<file path="src/logic/apm_pkg.sv">
// Package: register map, field positions and timing constants for the power and output configuration block
package apm_pkg;
  localparam logic [7:0] APM_POWER_STATE_CTRL_OFFS = 8'h11;
  localparam logic [7:0] APM_LOW_POWER_CFG_OFFS = 8'h12;
  localparam logic [7:0] APM_DATA_OUTPUT_FORMAT_CFG_OFFS = 8'h13;
  localparam logic [7:0] APM_POWER_STATE_CTRL_RESET = 8'h00;
  localparam logic [7:0] APM_LOW_POWER_CFG_RESET = 8'h00;
  localparam logic [7:0] APM_DATA_OUTPUT_FORMAT_CFG_RESET = 8'h00;
  // Field positions in power_state_ctrl
  localparam int APM_SUSPEND_BIT = 7;
  localparam int APM_LOWPOWER_EN_BIT = 6;
  localparam int APM_DEEP_SLEEP_BIT = 5;
  localparam int APM_SLEEP_DUR_LSB = 1;
  localparam logic [7:0] APM_POWER_STATE_CTRL_MASK = 8'hfe;
  // Field positions in low_power_cfg
  localparam int APM_ACCESSIBLE_CFG_BIT = 6;
  localparam int APM_SLEEP_TIMER_MODE_BIT = 5;
  localparam logic [7:0] APM_LOW_POWER_CFG_MASK = 8'h60;
  // Field positions in data_output_format_cfg
  localparam int APM_UNFILTERED_BIT = 7;
  localparam int APM_SHADOW_DIS_BIT = 6;
  localparam logic [7:0] APM_DATA_OUTPUT_FORMAT_CFG_MASK = 8'hc0;
  // Clock and sleep-phase timing
  localparam int APM_CLK_PERIOD_NS = 100;
  localparam int APM_SLEEP_UNIT_US = 500;
  localparam int APM_SLEEP_UNIT_CYCLES = (APM_SLEEP_UNIT_US * 1000) / APM_CLK_PERIOD_NS;
  // Decoded power states
  typedef enum logic [2:0] {
    APM_PS_NORMAL,
    APM_PS_DEEP_SLEEP,
    APM_PS_LOW_POWER,
    APM_PS_SUSPEND,
    APM_PS_ILLEGAL
  } apm_power_state_t;
  // Sleep phase phases
  typedef enum logic [1:0] {
    APM_LP_IDLE,
    APM_LP_AWAKE,
    APM_LP_SLEEP
  } apm_lp_phase_t;
endpackage : apm_pkg

</file>
<file path="src/logic/apm_sleep_timer.sv">
// Sleep-phase timer: counts sleep duration in 0.5 ms units and pulses on expiry
`timescale 1ns/100ps
module apm_sleep_timer
  import apm_pkg::*;
#(
  parameter int UNIT_CYCLES = APM_SLEEP_UNIT_CYCLES
) (
  input wire logic clock_i, // System clock
  input wire logic resetn_i, // Async reset, active low
  input wire logic start_i, // Start a new sleep phase
  input wire logic [3:0] code_i, // Sleep duration code
  output logic busy_o, // Sleep phase running
  output logic done_o // One-cycle pulse at end of phase
);
  if (UNIT_CYCLES < 1) begin : g_bad_unit
    $error("apm_sleep_timer: UNIT_CYCLES must be at least 1");
  end

  // Units of 0.5 ms for each duration code
  function automatic logic [10:0] units_of(input logic [3:0] code);
    unique case (code)
      4'h6: units_of = 11'h002;
      4'h7: units_of = 11'h004;
      4'h8: units_of = 11'h008;
      4'h9: units_of = 11'h00c;
      4'ha: units_of = 11'h014;
      4'hb: units_of = 11'h032;
      4'hc: units_of = 11'h064;
      4'hd: units_of = 11'h0c8;
      4'he: units_of = 11'h3e8;
      4'hf: units_of = 11'h7d0;
      default: units_of = 11'h001;
    endcase
  endfunction : units_of

  logic [31:0] tick_reg;
  logic [10:0] units_reg;

  always_ff @(posedge clock_i or negedge resetn_i) begin
    if (!resetn_i) begin
      tick_reg <= 32'h0;
      units_reg <= 11'h0;
      busy_o <= 1'b0;
      done_o <= 1'b0;
    end else begin
      done_o <= 1'b0;
      if (start_i) begin // [RULE3]
        busy_o <= 1'b1;
        tick_reg <= 32'(UNIT_CYCLES - 1);
        units_reg <= units_of(code_i);
      end else if (busy_o) begin
        if (tick_reg != 32'h0) begin
          tick_reg <= tick_reg - 32'h1;
        end else if (units_reg == 11'h1) begin
          busy_o <= 1'b0;
          done_o <= 1'b1;
        end else begin
          units_reg <= units_reg - 11'h1;
          tick_reg <= 32'(UNIT_CYCLES - 1);
        end
      end
    end
  end

  chk_timer_done_ends: assert property (@(posedge clock_i) disable iff (!resetn_i)
    done_o |-> !busy_o && $past(busy_o)) // [RULE3]
    else $error("sleep timer done without a running phase");
endmodule : apm_sleep_timer

</file>
<file path="src/logic/apm_cfg_top.sv">
// Power state, low-power and output format configuration with acceleration shadow lock
// Function
// [RULE1] Decode suspend, low-power, deep-sleep bits into four states; other combinations illegal.
// [RULE2] Only permitted power state transitions are requested and supported.
// [RULE3] Low-power sleep phase lasts 0.5 ms to 1 s per sleep-duration code.
// [RULE4] Host rewrites non-default settings after leaving deep sleep.
// [RULE5] Config select bit: 0 lean, 1 accessible; applies to suspend and low-power.
// [RULE6] Lean config blocks FIFO access in suspend and low-power; host slows writes.
// [RULE7] Accessible config keeps FIFO readable and full-speed writes in low-power.
// [RULE8] Sleep timer mode bit: 0 event-driven, 1 equidistant time-base.
// [RULE9] Even FIFO sampling in low-power only with equidistant time-base.
// [RULE10] Shadow-disable 1 turns lock off; resets to 1 in 8-bit mode.
// [RULE11] Reading an axis low byte freezes its high byte.
// [RULE12] Reading the high byte releases the freeze.
// [RULE13] Unfiltered output select: 1 unfiltered, 0 filtered, filtered after reset.
// [RULE14] Host writes zero to reserved bits.
`timescale 1ns/100ps
module apm_cfg_top
  import apm_pkg::*;
#(
  parameter int UNIT_CYCLES = APM_SLEEP_UNIT_CYCLES,
  parameter int AXES = 3
) (
  input wire logic clock_i, // System clock, 10 MHz
  input wire logic resetn_i, // Async reset, active low
  input wire logic mode8_i, // Eight-bit output mode strap
  input wire logic [7:0] addr_i, // Register address
  input wire logic [7:0] wdata_i, // Write data
  input wire logic wr_i, // Write strobe
  input wire logic rd_i, // Read strobe
  output logic [7:0] rdata_o, // Read data, cycle after read strobe
  input wire logic [AXES-1:0] lsb_rd_i, // Low data byte of axis read
  input wire logic [AXES-1:0] msb_rd_i, // High data byte of axis read
  input wire logic sample_i, // New filtered and unfiltered sample ready
  input wire logic [AXES*8-1:0] filt_msb_i, // Filtered high bytes
  input wire logic [AXES*8-1:0] unfilt_msb_i, // Unfiltered high bytes
  output logic [AXES*8-1:0] msb_o, // High data bytes as seen by host
  output logic [2:0] power_state_o, // Decoded power state
  output logic state_illegal_o, // Illegal power bit combination
  output logic sleeping_o, // In sleep phase of low-power cycle
  output logic wake_o, // One-cycle pulse: low-power wake phase begins
  output logic fifo_access_o, // FIFO readable
  output logic slow_writes_o, // Register writes must be slowed
  output logic equidistant_o, // Equidistant FIFO sampling guaranteed
  output logic shadow_en_o // Coherency lock active
);
  if (AXES < 1 || AXES > 8) begin : g_bad_axes
    $error("apm_cfg_top: AXES must be 1 to 8");
  end

  logic mode8_meta_reg;
  logic mode8_sync_reg;
  logic strap_done_reg;
  logic [1:0] strap_age_reg;
  logic [7:0] pwr_reg;
  logic [7:0] lpc_reg;
  logic [7:0] fmt_reg;
  logic [AXES-1:0] lock_reg;
  apm_power_state_t ps_next;
  apm_power_state_t ps_reg;
  apm_lp_phase_t phase_reg;
  logic timer_start;
  logic timer_busy;
  logic timer_done;

  function automatic apm_power_state_t decode_ps(input logic [7:0] v);
    unique case ({v[APM_SUSPEND_BIT], v[APM_LOWPOWER_EN_BIT], v[APM_DEEP_SLEEP_BIT]})
      3'h0: decode_ps = APM_PS_NORMAL;
      3'h1: decode_ps = APM_PS_DEEP_SLEEP;
      3'h2: decode_ps = APM_PS_LOW_POWER;
      3'h4: decode_ps = APM_PS_SUSPEND;
      default: decode_ps = APM_PS_ILLEGAL;
    endcase
  endfunction : decode_ps

  // Permitted transitions: deep sleep leaves only to normal; suspend and low power go via normal or each other
  function automatic logic allowed(input apm_power_state_t from, input apm_power_state_t to);
    if (to == APM_PS_ILLEGAL) begin
      allowed = 1'b0;
    end else if (from == to || from == APM_PS_NORMAL || from == APM_PS_ILLEGAL) begin
      allowed = 1'b1;
    end else begin
      allowed = (from == APM_PS_DEEP_SLEEP) ? (to == APM_PS_NORMAL) : (to != APM_PS_DEEP_SLEEP);
    end
  endfunction : allowed

  // Strap passes two flip-flops; reset takes constants only
  always_ff @(posedge clock_i or negedge resetn_i) begin
    if (!resetn_i) begin
      mode8_meta_reg <= 1'b0;
      mode8_sync_reg <= 1'b0;
    end else begin
      mode8_meta_reg <= mode8_i;
      mode8_sync_reg <= mode8_meta_reg;
    end
  end

  always_ff @(posedge clock_i or negedge resetn_i) begin
    if (!resetn_i) begin
      pwr_reg <= APM_POWER_STATE_CTRL_RESET;
      lpc_reg <= APM_LOW_POWER_CFG_RESET;
    end else if (wr_i) begin
      // Reserved bits are stored as zero whatever the host writes
      if (addr_i == APM_POWER_STATE_CTRL_OFFS) begin
        pwr_reg <= wdata_i & APM_POWER_STATE_CTRL_MASK; // [RULE14]
      end
      if (addr_i == APM_LOW_POWER_CFG_OFFS) begin
        lpc_reg <= wdata_i & APM_LOW_POWER_CFG_MASK;
      end
    end
  end

  // Shadow-disable default follows the strap, caught once at the third edge after release,
  // the first edge at which the synchronised strap holds the pin's value
  always_ff @(posedge clock_i or negedge resetn_i) begin
    if (!resetn_i) begin
      fmt_reg <= APM_DATA_OUTPUT_FORMAT_CFG_RESET;
      strap_age_reg <= 2'h0;
      strap_done_reg <= 1'b0;
    end else begin
      strap_age_reg <= {strap_age_reg[0], 1'b1};
      strap_done_reg <= strap_age_reg[1];
      if (wr_i && addr_i == APM_DATA_OUTPUT_FORMAT_CFG_OFFS) begin
        fmt_reg <= wdata_i & APM_DATA_OUTPUT_FORMAT_CFG_MASK;
      end else if (strap_age_reg[1] && !strap_done_reg && mode8_sync_reg) begin
        fmt_reg[APM_SHADOW_DIS_BIT] <= 1'b1; // [RULE10]
      end
    end
  end

  // Read mux
  always_ff @(posedge clock_i or negedge resetn_i) begin
    if (!resetn_i) begin
      rdata_o <= 8'h00;
    end else if (rd_i) begin
      unique case (addr_i)
        APM_POWER_STATE_CTRL_OFFS: rdata_o <= pwr_reg;
        APM_LOW_POWER_CFG_OFFS: rdata_o <= lpc_reg;
        APM_DATA_OUTPUT_FORMAT_CFG_OFFS: rdata_o <= fmt_reg;
        default: rdata_o <= 8'h00;
      endcase
    end else begin
      rdata_o <= 8'h00;
    end
  end

  // A forbidden request keeps the previous state; the written bits remain visible
  always_comb begin
    ps_next = ps_reg;
    if (allowed(ps_reg, decode_ps(pwr_reg))) begin // [RULE2]
      ps_next = decode_ps(pwr_reg); // [RULE1]
    end else if (decode_ps(pwr_reg) == APM_PS_ILLEGAL) begin
      ps_next = APM_PS_ILLEGAL; // [RULE1]
    end
  end

  always_ff @(posedge clock_i or negedge resetn_i) begin
    if (!resetn_i) begin
      ps_reg <= APM_PS_NORMAL;
      power_state_o <= 3'(APM_PS_NORMAL);
      state_illegal_o <= 1'b0;
    end else begin
      ps_reg <= ps_next;
      power_state_o <= 3'(ps_next);
      state_illegal_o <= (ps_next == APM_PS_ILLEGAL);
    end
  end

  // Low-power cycle: wake phase one cycle, then sleep for the coded duration
  assign timer_start = (ps_reg == APM_PS_LOW_POWER) && (phase_reg == APM_LP_AWAKE);

  apm_sleep_timer #(
    .UNIT_CYCLES(UNIT_CYCLES)
  ) u_timer (
    .clock_i(clock_i),
    .resetn_i(resetn_i),
    .start_i(timer_start),
    .code_i(pwr_reg[APM_SLEEP_DUR_LSB +: 4]),
    .busy_o(timer_busy),
    .done_o(timer_done)
  );

  always_ff @(posedge clock_i or negedge resetn_i) begin
    if (!resetn_i) begin
      phase_reg <= APM_LP_IDLE;
      sleeping_o <= 1'b0;
      wake_o <= 1'b0;
    end else if (ps_reg != APM_PS_LOW_POWER) begin
      phase_reg <= APM_LP_IDLE;
      sleeping_o <= 1'b0;
      wake_o <= 1'b0;
    end else begin
      wake_o <= 1'b0;
      unique case (phase_reg)
        APM_LP_IDLE: begin
          phase_reg <= APM_LP_AWAKE;
          wake_o <= 1'b1;
        end
        APM_LP_AWAKE: begin
          phase_reg <= APM_LP_SLEEP; // [RULE3]
          sleeping_o <= 1'b1;
        end
        APM_LP_SLEEP: begin
          if (timer_done) begin
            phase_reg <= APM_LP_AWAKE;
            sleeping_o <= 1'b0;
            wake_o <= 1'b1;
          end
        end
      endcase
    end
  end

  // Access policy in low-power states
  always_ff @(posedge clock_i or negedge resetn_i) begin
    if (!resetn_i) begin
      fifo_access_o <= 1'b1;
      slow_writes_o <= 1'b0;
      equidistant_o <= 1'b0;
    end else begin
      if (ps_next == APM_PS_SUSPEND || ps_next == APM_PS_LOW_POWER) begin
        fifo_access_o <= lpc_reg[APM_ACCESSIBLE_CFG_BIT]; // [RULE5] [RULE6] [RULE7]
        slow_writes_o <= !lpc_reg[APM_ACCESSIBLE_CFG_BIT]; // [RULE6]
      end else begin
        fifo_access_o <= (ps_next == APM_PS_NORMAL);
        slow_writes_o <= 1'b0;
      end
      // Event-driven time-base gives no spacing guarantee
      equidistant_o <= (ps_next == APM_PS_LOW_POWER) && lpc_reg[APM_SLEEP_TIMER_MODE_BIT]; // [RULE8] [RULE9]
    end
  end

  // Shadow lock per axis; a high-byte read releases, a low-byte read freezes
  always_ff @(posedge clock_i or negedge resetn_i) begin
    if (!resetn_i) begin
      shadow_en_o <= 1'b1;
    end else begin
      shadow_en_o <= !fmt_reg[APM_SHADOW_DIS_BIT]; // [RULE10]
    end
  end

  generate
    for (genvar ax = 0; ax < AXES; ax++) begin : g_axis
      always_ff @(posedge clock_i or negedge resetn_i) begin
        if (!resetn_i) begin
          lock_reg[ax] <= 1'b0;
          msb_o[ax*8 +: 8] <= 8'h00;
        end else begin
          if (msb_rd_i[ax] || fmt_reg[APM_SHADOW_DIS_BIT]) begin
            lock_reg[ax] <= 1'b0; // [RULE12]
          end else if (lsb_rd_i[ax]) begin
            lock_reg[ax] <= 1'b1; // [RULE11]
          end
          if (sample_i && !lock_reg[ax]) begin
            msb_o[ax*8 +: 8] <= fmt_reg[APM_UNFILTERED_BIT] ? unfilt_msb_i[ax*8 +: 8]
                                                             : filt_msb_i[ax*8 +: 8]; // [RULE13]
          end
        end
      end

      chk_lock_holds_msb: assert property (@(posedge clock_i) disable iff (!resetn_i)
        lock_reg[ax] |=> $stable(msb_o[ax*8 +: 8])) // [RULE11]
        else $error("high byte changed while frozen");
      chk_msb_read_frees: assert property (@(posedge clock_i) disable iff (!resetn_i)
        msb_rd_i[ax] |=> !lock_reg[ax]) // [RULE12]
        else $error("high byte read did not release the freeze");
    end
  endgenerate

  chk_illegal_flag: assert property (@(posedge clock_i) disable iff (!resetn_i)
    (decode_ps(pwr_reg) == APM_PS_ILLEGAL) |=> state_illegal_o) // [RULE1]
    else $error("illegal power bits not flagged");
  chk_deep_exit_normal: assert property (@(posedge clock_i) disable iff (!resetn_i)
    (ps_reg == APM_PS_DEEP_SLEEP && decode_ps(pwr_reg) != APM_PS_ILLEGAL)
    |=> (ps_reg == APM_PS_DEEP_SLEEP || ps_reg == APM_PS_NORMAL)) // [RULE2]
    else $error("forbidden exit from deep sleep");
  chk_lean_blocks_fifo: assert property (@(posedge clock_i) disable iff (!resetn_i)
    (power_state_o == 3'(APM_PS_SUSPEND) && !lpc_reg[APM_ACCESSIBLE_CFG_BIT] && $stable(lpc_reg)
     && $stable(power_state_o)) |-> !fifo_access_o && slow_writes_o) // [RULE6]
    else $error("lean config left FIFO open");
  chk_accessible_fifo: assert property (@(posedge clock_i) disable iff (!resetn_i)
    (power_state_o == 3'(APM_PS_LOW_POWER) && lpc_reg[APM_ACCESSIBLE_CFG_BIT] && $stable(lpc_reg)
     && $stable(power_state_o)) |-> fifo_access_o && !slow_writes_o) // [RULE7]
    else $error("accessible config blocked FIFO");
  chk_equidistant_mode: assert property (@(posedge clock_i) disable iff (!resetn_i)
    equidistant_o |-> $past(lpc_reg[APM_SLEEP_TIMER_MODE_BIT])) // [RULE8] [RULE9]
    else $error("equidistant flag without time-base bit");
  chk_sleep_then_wake: assert property (@(posedge clock_i) disable iff (!resetn_i)
    (timer_done && phase_reg == APM_LP_SLEEP && ps_reg == APM_PS_LOW_POWER) |=> wake_o && !sleeping_o) // [RULE3]
    else $error("no wake after sleep phase");
  chk_sleep_timer_busy: assert property (@(posedge clock_i) disable iff (!resetn_i)
    sleeping_o |-> timer_busy || timer_done) // [RULE3]
    else $error("sleep phase shown without a running timer");
  chk_shadow_follows: assert property (@(posedge clock_i) disable iff (!resetn_i)
    $past(fmt_reg[APM_SHADOW_DIS_BIT]) |-> !shadow_en_o) // [RULE10]
    else $error("lock enabled while disabled");
endmodule : apm_cfg_top

</file>
<file path="config.mk">
export PLATFORM = sky130hd
export DESIGN_NAME = apm_cfg_top
export DESIGN_NICKNAME = d
export VERILOG_FILES = /design/src/logic/apm_pkg.sv /design/src/logic/apm_sleep_timer.sv /design/src/logic/apm_cfg_top.sv
export SDC_FILE = /design/constraint.sdc
export NUM_CORES = 1
export LEC_CHECK = 0
export BUFFER_PORTS_ARGS = -buffer_cell sky130_fd_sc_hd__buf_2
export CAP_MARGIN = 40
export CORE_ASPECT_RATIO = 1.5
export CORE_MARGIN = 2
export CORE_UTILIZATION = 25
export DETAILED_ROUTE_END_ITERATION = 8
export PLACE_DENSITY = 0.4
export SETUP_SLACK_MARGIN = 0.1
export SLEW_MARGIN = 20
export SYNTH_ARGS = -nofsm -noshare
export SYNTH_HDL_FRONTEND = slang
export SYNTH_HIERARCHICAL = 1
export SYNTH_SLANG_ARGS = --single-unit
</file>
<file path="constraint.sdc">
create_clock -name clock_i -period 7.9 [get_ports clock_i]
set_input_delay 1.58 -clock clock_i [delete_from_list [all_inputs] [get_ports clock_i]]
set_output_delay 1.58 -clock clock_i [all_outputs]
set_load 0.02 [all_outputs]
</file>
* Word level (Yosys, flattened, before mapping)
Memories as Yosys holds them, arrays and structs flattened.
Index checks and enable logic that the tools add are counted.
** Storage, ports and cells
- Memory bits (read-only) :: 176
- Input bits :: 76
- Output and inout port bits :: 42
- Word-level logic and storage cells :: 139
- Memories :: 1
- Register bits after elaboration :: 108
- Bits in latches :: 0
- RAM bits :: 0
** Cells by class
- $lt $le $gt $ge :: 0
- Multipliers :: 0
- Reductions and logical operators :: 37
- Shifts and indexed selects :: 0
- $add $sub $neg :: 2
- Equal/unequal tests :: 24
- Muxes and demuxes :: 47
- Bitwise logic cells :: 0
- Div/mod/pow operators :: 0
** Memories
- (no name shown) :: words 16, bits a word 11, read ports 1, clocked after Yosys merged registers in 0, wr ports 0, RTL line apm_sleep_timer.sv:21 : unique case (code)
** Operator list (count)
- 2-to-1 mux 32 bit :: 4
- 2-to-1 mux 11 bit :: 4
- 2-to-1 mux 8 bit :: 4
- nonzero test 32 bit :: 1
- subtractor 32 x 1 -> 32 bit (second input constant) :: 1
- 2-to-1 mux 1 bit :: 25
- == test 8 x 5 -> 1 bit (second input constant) :: 3
- case mux 8 bit (3 select lines) :: 1
- == test 3 bit (second input constant) :: 5
- == test 3 x 2 -> 1 bit (second input constant) :: 4
- logical NOT 3 bit :: 4
- case mux 3 bit (4 select lines) :: 1
- == test 11 x 1 -> 1 bit (second input constant) :: 1
- subtractor 11 x 1 -> 11 bit (second input constant) :: 1
- nonzero test 2 bit :: 5
- 2-to-1 mux 3 bit :: 3
- inequality test 3 x 2 -> 1 bit (second input constant) :: 3
- logical AND 1 bit :: 8
- AND reduction 2 bit :: 4
- == test 3 x 1 -> 1 bit (second input constant) :: 2
- logical NOT 1 bit :: 6
- logical OR 1 bit :: 6
- case mux 2 bit (3 select lines) :: 1
- 2-to-1 mux 2 bit :: 2
- 9 further kinds :: 11

* Logic depth before layout (Yosys ltp)
Gate-level depths: netlist of the first run.
- Depth after elaboration :: 14
- Gate-level depth with buffers :: 10
- Mapped depth without buffers :: 9

* Hierarchy
Netlist of the first run, hierarchy kept.
** Modules (own cells, without submodules)
- apm_sleep_timer :: instances 1, cells each 310, area an instance 2831.5 um^2
- apm_cfg_top :: instances 1, cells each 253, area an instance 2793.9 um^2

* Least setup slack after synthesis of the first run
Ideal clock, no wire load.
- Path kind :: register to register
- Start :: reg u_timer.tick_reg[17]
- End :: reg u_timer.tick_reg[26]
- Data required time :: 7827 ps
- Stages on the path, launching flop included :: 8
- Arrival :: 2746 ps
- Period minus slack after synthesis :: 2819 ps
- Path slack :: 5081 ps
- Setup time :: 73 ps
- Path buffers :: 2
- Cell sequence :: dfrtp_1 or4_1 buf_2 or4_4 buf_6 or4_4 or4_4 a21oi_2
** On the way
- Word-level cells in the longest chain between the ends :: 4
- Elaborated cells between the ends (all ways) :: 7
- Those cells by class :: add/sub (1); eq/ne (1); mux (3); reduce/logical (2)
** Ends and longest elaborated chain
- from (decl) :: RTL line apm_sleep_timer.sv:36 : logic [31:0] tick_reg;
- from (signal assigned) :: RTL line apm_sleep_timer.sv:49 : tick_reg <= 32'(UNIT_CYCLES - 1);
- from (signal assigned) :: RTL line apm_sleep_timer.sv:53 : tick_reg <= tick_reg - 32'h1;
- from (signal assigned) :: RTL line apm_sleep_timer.sv:59 : tick_reg <= 32'(UNIT_CYCLES - 1);
- subtractor 32 x 1 -> 32 bit / nonzero test 32 bit (equally long branches) :: RTL line apm_sleep_timer.sv:53, apm_sleep_timer.sv:52
- 2-to-1 mux 32 bit :: RTL line apm_sleep_timer.sv:52 : if (tick_reg != 32'h0) begin
- 2-to-1 mux 32 bit :: RTL line apm_sleep_timer.sv:51 : end else if (busy_o) begin
- 2-to-1 mux 32 bit :: RTL line apm_sleep_timer.sv:47 : if (start_i) begin
Parallel ways exist; a longest one is shown, timed or not. The select of a mux whose other input is x is not followed.
A chain may end at the register's enable or synchronous reset.

* Final worst setup path of the first run
- Start :: reg ps_reg[1]
- End :: reg u_timer.tick_reg[11]
** On the way
- Word-level cells in the longest chain between the ends :: 4
- Elaborated cells between the ends (all ways) :: 6
- Those cells by class :: eq/ne (2); mux (1); reduce/logical (3)
** Ends and longest elaborated chain
- from (decl) :: RTL line apm_cfg_top.sv:60 : apm_power_state_t ps_reg;
- from (signal assigned) :: RTL line apm_cfg_top.sv:163 : ps_reg <= ps_next;
- == test 3 x 2 -> 1 bit * :: RTL line apm_cfg_top.sv:170 : assign timer_start = (ps_reg == APM_PS_LOW_POWER) && (phase_reg == APM_LP_AWAKE);
- logical AND 1 bit * :: RTL line apm_cfg_top.sv:170
- via timer_start :: RTL line apm_cfg_top.sv:62 : logic timer_start;
- inequality test 3 x 2 -> 1 bit (no line) / nonzero test 2 bit (equally long branches)
- AND reduction 2 bit (no line)
The timed path passes the listed nets; every way through them passes the cells marked *.

==> results of run 1 <==
==> metal layers <==
metal	vias to the layer above	wire length, microns	track usage, %
met5	-	0	0
met4	0	283	5.537
met3	17	737	1.940
met2	130	7614	22.42
met1	2253	6158	14.12
li1	2295	-	-
==> worst reg2reg max path, stage by stage, from the launching register on <==
cell	delay, ns
dfrtp_1	0.51
nor2b_1	0.30
and3_1	0.65
inv_1	0.43
nand4_1	0.34
o41ai_2	0.12
buf_4	0.22
or4b_2	0.65
a21oi_1	0.16
==> report_power, final <==
part	switching (mW)	total, mW	internal [mW]
clock	0.218	0.437	0.219
combinational	0.429	0.689	0.260
sequential	0.108	0.758	0.650
total	0.755	1.88	1.13
==> logic make-up (layout without fill, tap and decap cells) <==
logic type | Yosys count | after routing | share of synthesized area (%)
xor gates and xnor gates | 4 | 4 | 0.6229
AOI/OAI and AO/OA | 122 | 122 | 14.48
and+or+nand+nor | 217 | 217 | 21.73
adders and majority gates | 10 | 10 | 2.224
muxes | 48 | 48 | 8.941
other | 2 | 2 | 0.1335
DFF | 107 | 107 | 47.64
buffers and inverters | 53 | 163 | 4.226
==> final cells by class <==
type / instances / area [sq um] / area share, %
clock buffers: 9 / 225.2 / 3.323
inverters: 23 / 86.33 / 1.274
clock inverters: 7 / 57.56 / 0.8493
repair buffers: 124 / 660.6 / 9.749
flip-flops and latches: 107 / 2680 / 39.55
multi-input cells: 403 / 2721 / 40.16
well taps: 276 / 345.3 / 5.096
==> stage by stage <==
step                cells  power, mW
floorplan             563      1.259
global placement      929      1.440
detailed placement    931      1.462
CTS                   947      1.919
global route          949      2.031
finish                949      1.883
==> worst paths after layout <==
| check | startpoint | to | slack (ns) | depth (start not counted) |
|---|---|---|---|---|
| min in group asynchronous | resetn_i | msb_o[5] | 1.07 | 1 |
| max in group asynchronous | resetn_i | u_timer/tick_reg[17] | 5.66 | 3 |
| worst max register to register | ps_reg[1] | u_timer/tick_reg[11] | 4.45 | 8 |
| worst min-delay path | strap_age_reg[0] | strap_age_reg[1] | 0.35 | 0 |
| worst max-delay path | ps_reg[1] | u_timer/tick_reg[11] | 4.45 | 8 |
| worst min register to register | strap_age_reg[0] | strap_age_reg[1] | 0.35 | 0 |
==> placed cells by master (no fill, tap or decap), types with 3 or more instances in the layout <==
cell type,count
xor2_1,3
a22oi_1,4
or2_2,8
inv_1,23
clkbuf_16,9
ha_1,10
nor3_1,12
mux2i_1,33
nand2b_1,5
a311oi_1,3
dfrtp_1,105
a21oi_1,29
or4_1,25
and3_1,3
a311o_1,3
buf_4,7
inv_6,3
o21ai_0,35
nand2_1,48
o211ai_1,4
mux2_2,14
nand4_1,6
or3_1,20
buf_2,116
nand3_1,16
or4_4,3
nor2b_1,7
o311ai_0,3
nor4_1,11
o31ai_1,20
nor2_1,34
==> reports/metrics.csv, run 1 <==
metric,value,unit
Slew Limit Fails,0,
Finish-stage setup viols,0,
Layout Skew,0.009989,ns
drt initial violations,171,
"CTS clk-pin slew, worst paths",0.08,ns
Slew @ Worst Pin,0.7413,ns
"top cells by count, synth","dfrtp_1 (105), nand2_1 (48), nor2_1 (35), o21ai_0 (35), mux2i_1 (33)",
share of layout cells above drive strength 1,26.89,%
clk sink count,107,
predominant post-synthesis flop cell,dfrtp_1,
synth warn,6,
PD cells,277.9,mW/mm^2
I/O pins,118,
worst skew pair latency,0.36,ns
Max Fclk,290.2,MHz
final antenna-violating net count,0,
slew margin rel.,50.53,%
clock period minus worst slack,3.445,ns
gr usage total,12.37,%
Worst path top cell family by delay,simple AND/OR/NAND/NOR gates,
Cell variety after synth,66,
Chip Height,187.7,microns
number of I/O port buffers,115,
final period utilization,43.61,%
DRC Markers,0,
Synth area leader,dfrtp_1,
P_leak,3.027,nW
final wirelength,14.79,mm
routed len/inst,15.59,microns
Die W,126.5,microns
cell count after synthesis,563,
"EDFF count, synth",0,
minimum hold slack,0.3452,ns
PnR worst setup slack,4.455,ns
arrival time at the worst endpoint,3.72,ns
vias per inst,4.947,
grt total ovfl,0,
clock root cell,clkbuf_16,
Post-Layout Inst Area,0.006777,sq mm
hpwl dp,11.06,mm
Crit path largest cell delay,0.65,ns
asr flop ratio synth,100.0,%
unrepaired setup endpoints after global routing,false,
Diodes inserted,0,
synthesis-to-finish area growth,20.46,%
status,finished clean,
Largest register FFs,32,
CTS tree,done,
largest net degree at the start of global routing,62,
most common cell in the synthesized netlist,dfrtp_1,
"worst slack, placed",4.483,ns
Vias,4695,
Critical Path Slowest Stage Cell,and3_1,
Post-DP Area,0.006459,sq mm
drt first pass iters,4,
GP Congestion,0.7983,
Mapped Avg Cell Area,9.992,sq um
VDD IR-drop max,0.0001545,V
Setup crit end kind,flop,
share of the synthesized area in the top cell type,46.71,%
total negative setup slack,0,ns
crit path cell chain,nor2b_1 -> and3_1 -> inv_1 -> nand4_1 -> o41ai_2 -> buf_4 -> or4b_2 -> a21oi_1,
number of global-route vias before repair,4720,
Critical Path RT,8.18,ns
total CTS buffers,9,
Total Nets Final,754,
CP max FO,26,
# fillers,2330,
die area,0.02374,sq mm
Startpoint Class,flop,
H-tree depth,3,
# rows,67,
hold buffers post-CTS,0,
Resize count post-CTS,0,
mapped cell area,0.005625,sq mm
syn nets,649,
postcts setup bufs,0,
Starting Density,25.32,%
"Hold Violations, Final",0,
clk buf depth,2,
number of antenna violations at the first check in global routing,0,
synth top area cells,"dfrtp_1 (47%), mux2i_1 (5.9%), or4_1 (3.3%), nand2_1 (3.2%), o21ai_0 (3.1%)",
global-route wire length before repair,23.91,mm
Synth Register Bits,107,
WS Path Type,reg2reg,
Bufs and invs on worst path,2,
Hold WC Path Type,reg2reg,
"Seq/Total Area, Yosys",47.64,%
Core Region,0.02222,sq mm
Max-cap violations,0,
Final Util,30.50,%
Note: power is estimated with default switching activity, not from simulation.
==> run 2, diff against run 1 <==
Clock period 7.9 ns to 3.56 ns, I/O delays scaled along.
==> run 2 against run 1 <==
Hold slack got worse by 0.037 ns. Wire length rose by 1.1%. First-iteration DRC count rose by 1.2%. Flip-flop and latch count did not move. Largest cell class unchanged. Combinational power rose by 120%. Total power rose by 130%. Sequential power rose by 120%. Sequential share of layout area fell by 0.57 points. Critical path depth fell by 1. Highest routed layer unchanged.
==> reports/metrics.csv, run 2 (synthesis results as in run 1) <==
metric,value,unit,change
P_leak,3.091,nW,was 3.027 nW
final period utilization,84.00,%,was 43.61%
gr usage total,12.61,%,was 12.37%
arrival time at the worst endpoint,3.29,ns,was 3.72 ns
# rows,67,,unchanged
status,finished clean,,unchanged
Critical Path RT,3.86,ns,was 8.18 ns
I/O pins,118,,unchanged
global-route wire length before repair,24.17,mm,was 23.91 mm
Global Route met1 Usage,14.29,%,was 14.12%
hold buffers post-CTS,0,,unchanged
H-tree depth,3,,unchanged
"commonest non-fill, non-tap cell in the layout",buf_2,,unchanged
share of layout cells above drive strength 1,27.54,%,was 26.89%
Post-DP Area,0.006546,sq mm,was 0.006459 sq mm
Vias,4761,,was 4695
grt met3 use,2.625,%,was 1.940%
Chip Height,187.7,microns,unchanged
slew margin rel.,49.24,%,was 50.53%
largest net degree at the start of global routing,47,,was 62
die area,0.02374,sq mm,unchanged
grt total ovfl,0,,unchanged
number of I/O port buffers,115,,unchanged
DRC Markers,0,,unchanged
# fillers,2306,,was 2330
postcts setup bufs,0,,unchanged
Largest register FFs,32,,unchanged
Tot Pwr,4.330,mW,was 1.883 mW
Max-cap violations,0,,unchanged
Finish-stage setup viols,0,,unchanged
Max Fclk,334.4,MHz,was 290.2 MHz
R2R Path End,u_timer/tick_reg[26],,was u_timer/tick_reg[11]
worst skew pair latency,0.36,ns,about the same
Diodes inserted,0,,unchanged
met2 usage,22.95,%,was 22.42%
synthesis-to-finish area growth,22.22,%,was 20.46%
WS Path Type,reg2reg,,unchanged
Total Nets Final,760,,was 754
VDD IR-drop max,0.0004175,V,was 0.0001545 V
Slew @ Worst Pin,0.7605,ns,was 0.7413 ns
most frequent cells in the layout,"buf_2 (116), dfrtp_1 (105), nand2_1 (48)",,unchanged
number of global-route vias before repair,4762,,was 4720
FF-to-FF Start,u_timer/tick_reg[0],,was ps_reg[1]
Post-Layout Inst Area,0.006875,sq mm,was 0.006777 sq mm
"CTS clk-pin slew, worst paths",0.08,ns,about the same
Setup crit end kind,flop,,unchanged
number of antenna violations at the first check in global routing,0,,unchanged
drt first pass iters,4,,unchanged
CP max FO,6,,was 26
busiest layer in global routing,met2,,unchanged
R2R Setup Slk,0.57,ns,was 4.45 ns
number of cells on the worst reg-to-reg path,7,,was 8
final antenna-violating net count,0,,unchanged
Die W,126.5,microns,unchanged
routed len/inst,15.66,microns,was 15.59 microns
Layout Skew,0.01006,ns,was 0.009989 ns
"Hold Violations, Final",0,,unchanged
CTS tree,done,,unchanged
drt initial violations,173,,was 171
vias per inst,4.985,,was 4.947
Resize count post-CTS,0,,unchanged
PD cells,629.8,mW/mm^2,was 277.9 mW/mm^2
unrepaired setup endpoints after global routing,false,,unchanged
Starting Density,25.32,%,unchanged
clk sink count,107,,unchanged
Core Region,0.02222,sq mm,unchanged
clock period minus worst slack,2.990,ns,was 3.445 ns
total negative setup slack,0,ns,unchanged
clk buf depth,2,,unchanged
Final Util,30.95,%,was 30.50%
hpwl dp,11.19,mm,was 11.06 mm
Startpoint Class,flop,,unchanged
final wirelength,14.96,mm,was 14.79 mm
clock root cell,clkbuf_16,,unchanged
Slew Limit Fails,0,,unchanged
GP Congestion,0.7910,,was 0.7983
Hold WC Path Type,in2async,,was reg2reg
total CTS buffers,9,,unchanged
## run 2: cell count changes in the layout (fill, tap and decap cells not counted), sizes merged
| cell | delta |
|---|---|
| clkinv | +2 |
| clkinvlp | -2 |
| buf | +6 |
| inv | -2 |
| bufinv | +2 |
## run 2: how the worst max path moves through the flow
stage,from,to,slack (ns),cells after the start
2_1_floorplan,u_timer/tick_reg[17],u_timer/tick_reg[26],0.74,7
3_3_place_gp,u_timer/tick_reg[0],u_timer/tick_reg[26],0.62,7
3_5_place_dp,u_timer/tick_reg[17],u_timer/units_reg[4],0.60,5
4_1_cts,u_timer/tick_reg[17],u_timer/units_reg[4],0.58,5
5_1_grt,u_timer/tick_reg[17],u_timer/units_reg[4],0.46,5
6_report,u_timer/tick_reg[0],u_timer/tick_reg[26],0.57,7
## run 2: report_power, final
group / leakage [nW] / switching, mW / internal [mW] / total (mW)
registers: 1.39 / 0.243 / 1.44 / 1.68
clock network: 0.162 / 0.483 / 0.623 / 1.11
logic: 1.54 / 0.948 / 0.591 / 1.54
## run 2: area by class of cell
cell class	count	area [sq um]	area share [%]
clock buffer	9	225.2	3.276
clock inverter	7	98.84	1.438
inverter	23	86.33	1.256
multi-input combinational	403	2721	39.58
sequential	107	2680	38.98
tap	276	345.3	5.023
timing repair buffer	130	718.2	10.45
## run 2: routing by layer
layer	part of all wire, %	wire (microns)	vias to the layer above
met3	5.7	846	12
met1	41	6105	2318
met4	1.6	234	0
li1	-	-	2303
met2	52	7771	128
met5	0	0	-
## run 2: critical path, cell delays in order, from the launching register on
cell and delay (ns):
dfrtp_1 0.42, inv_1 0.07, ha_1 0.23, or4b_2 0.66, or3_1 0.49, or4_4 0.48
or4_4 0.43, a21oi_2 0.14
## run 2: stage by stage
step,hold slack (ns),std cells,setup WS [ns]
floorplan,0.3312,563,0.7406
global placement,0.3323,936,0.6241
detailed placement,0.3449,938,0.6002
CTS,0.3153,954,0.5846
global route,0.3291,955,0.4637
finish,0.3083,955,0.5698
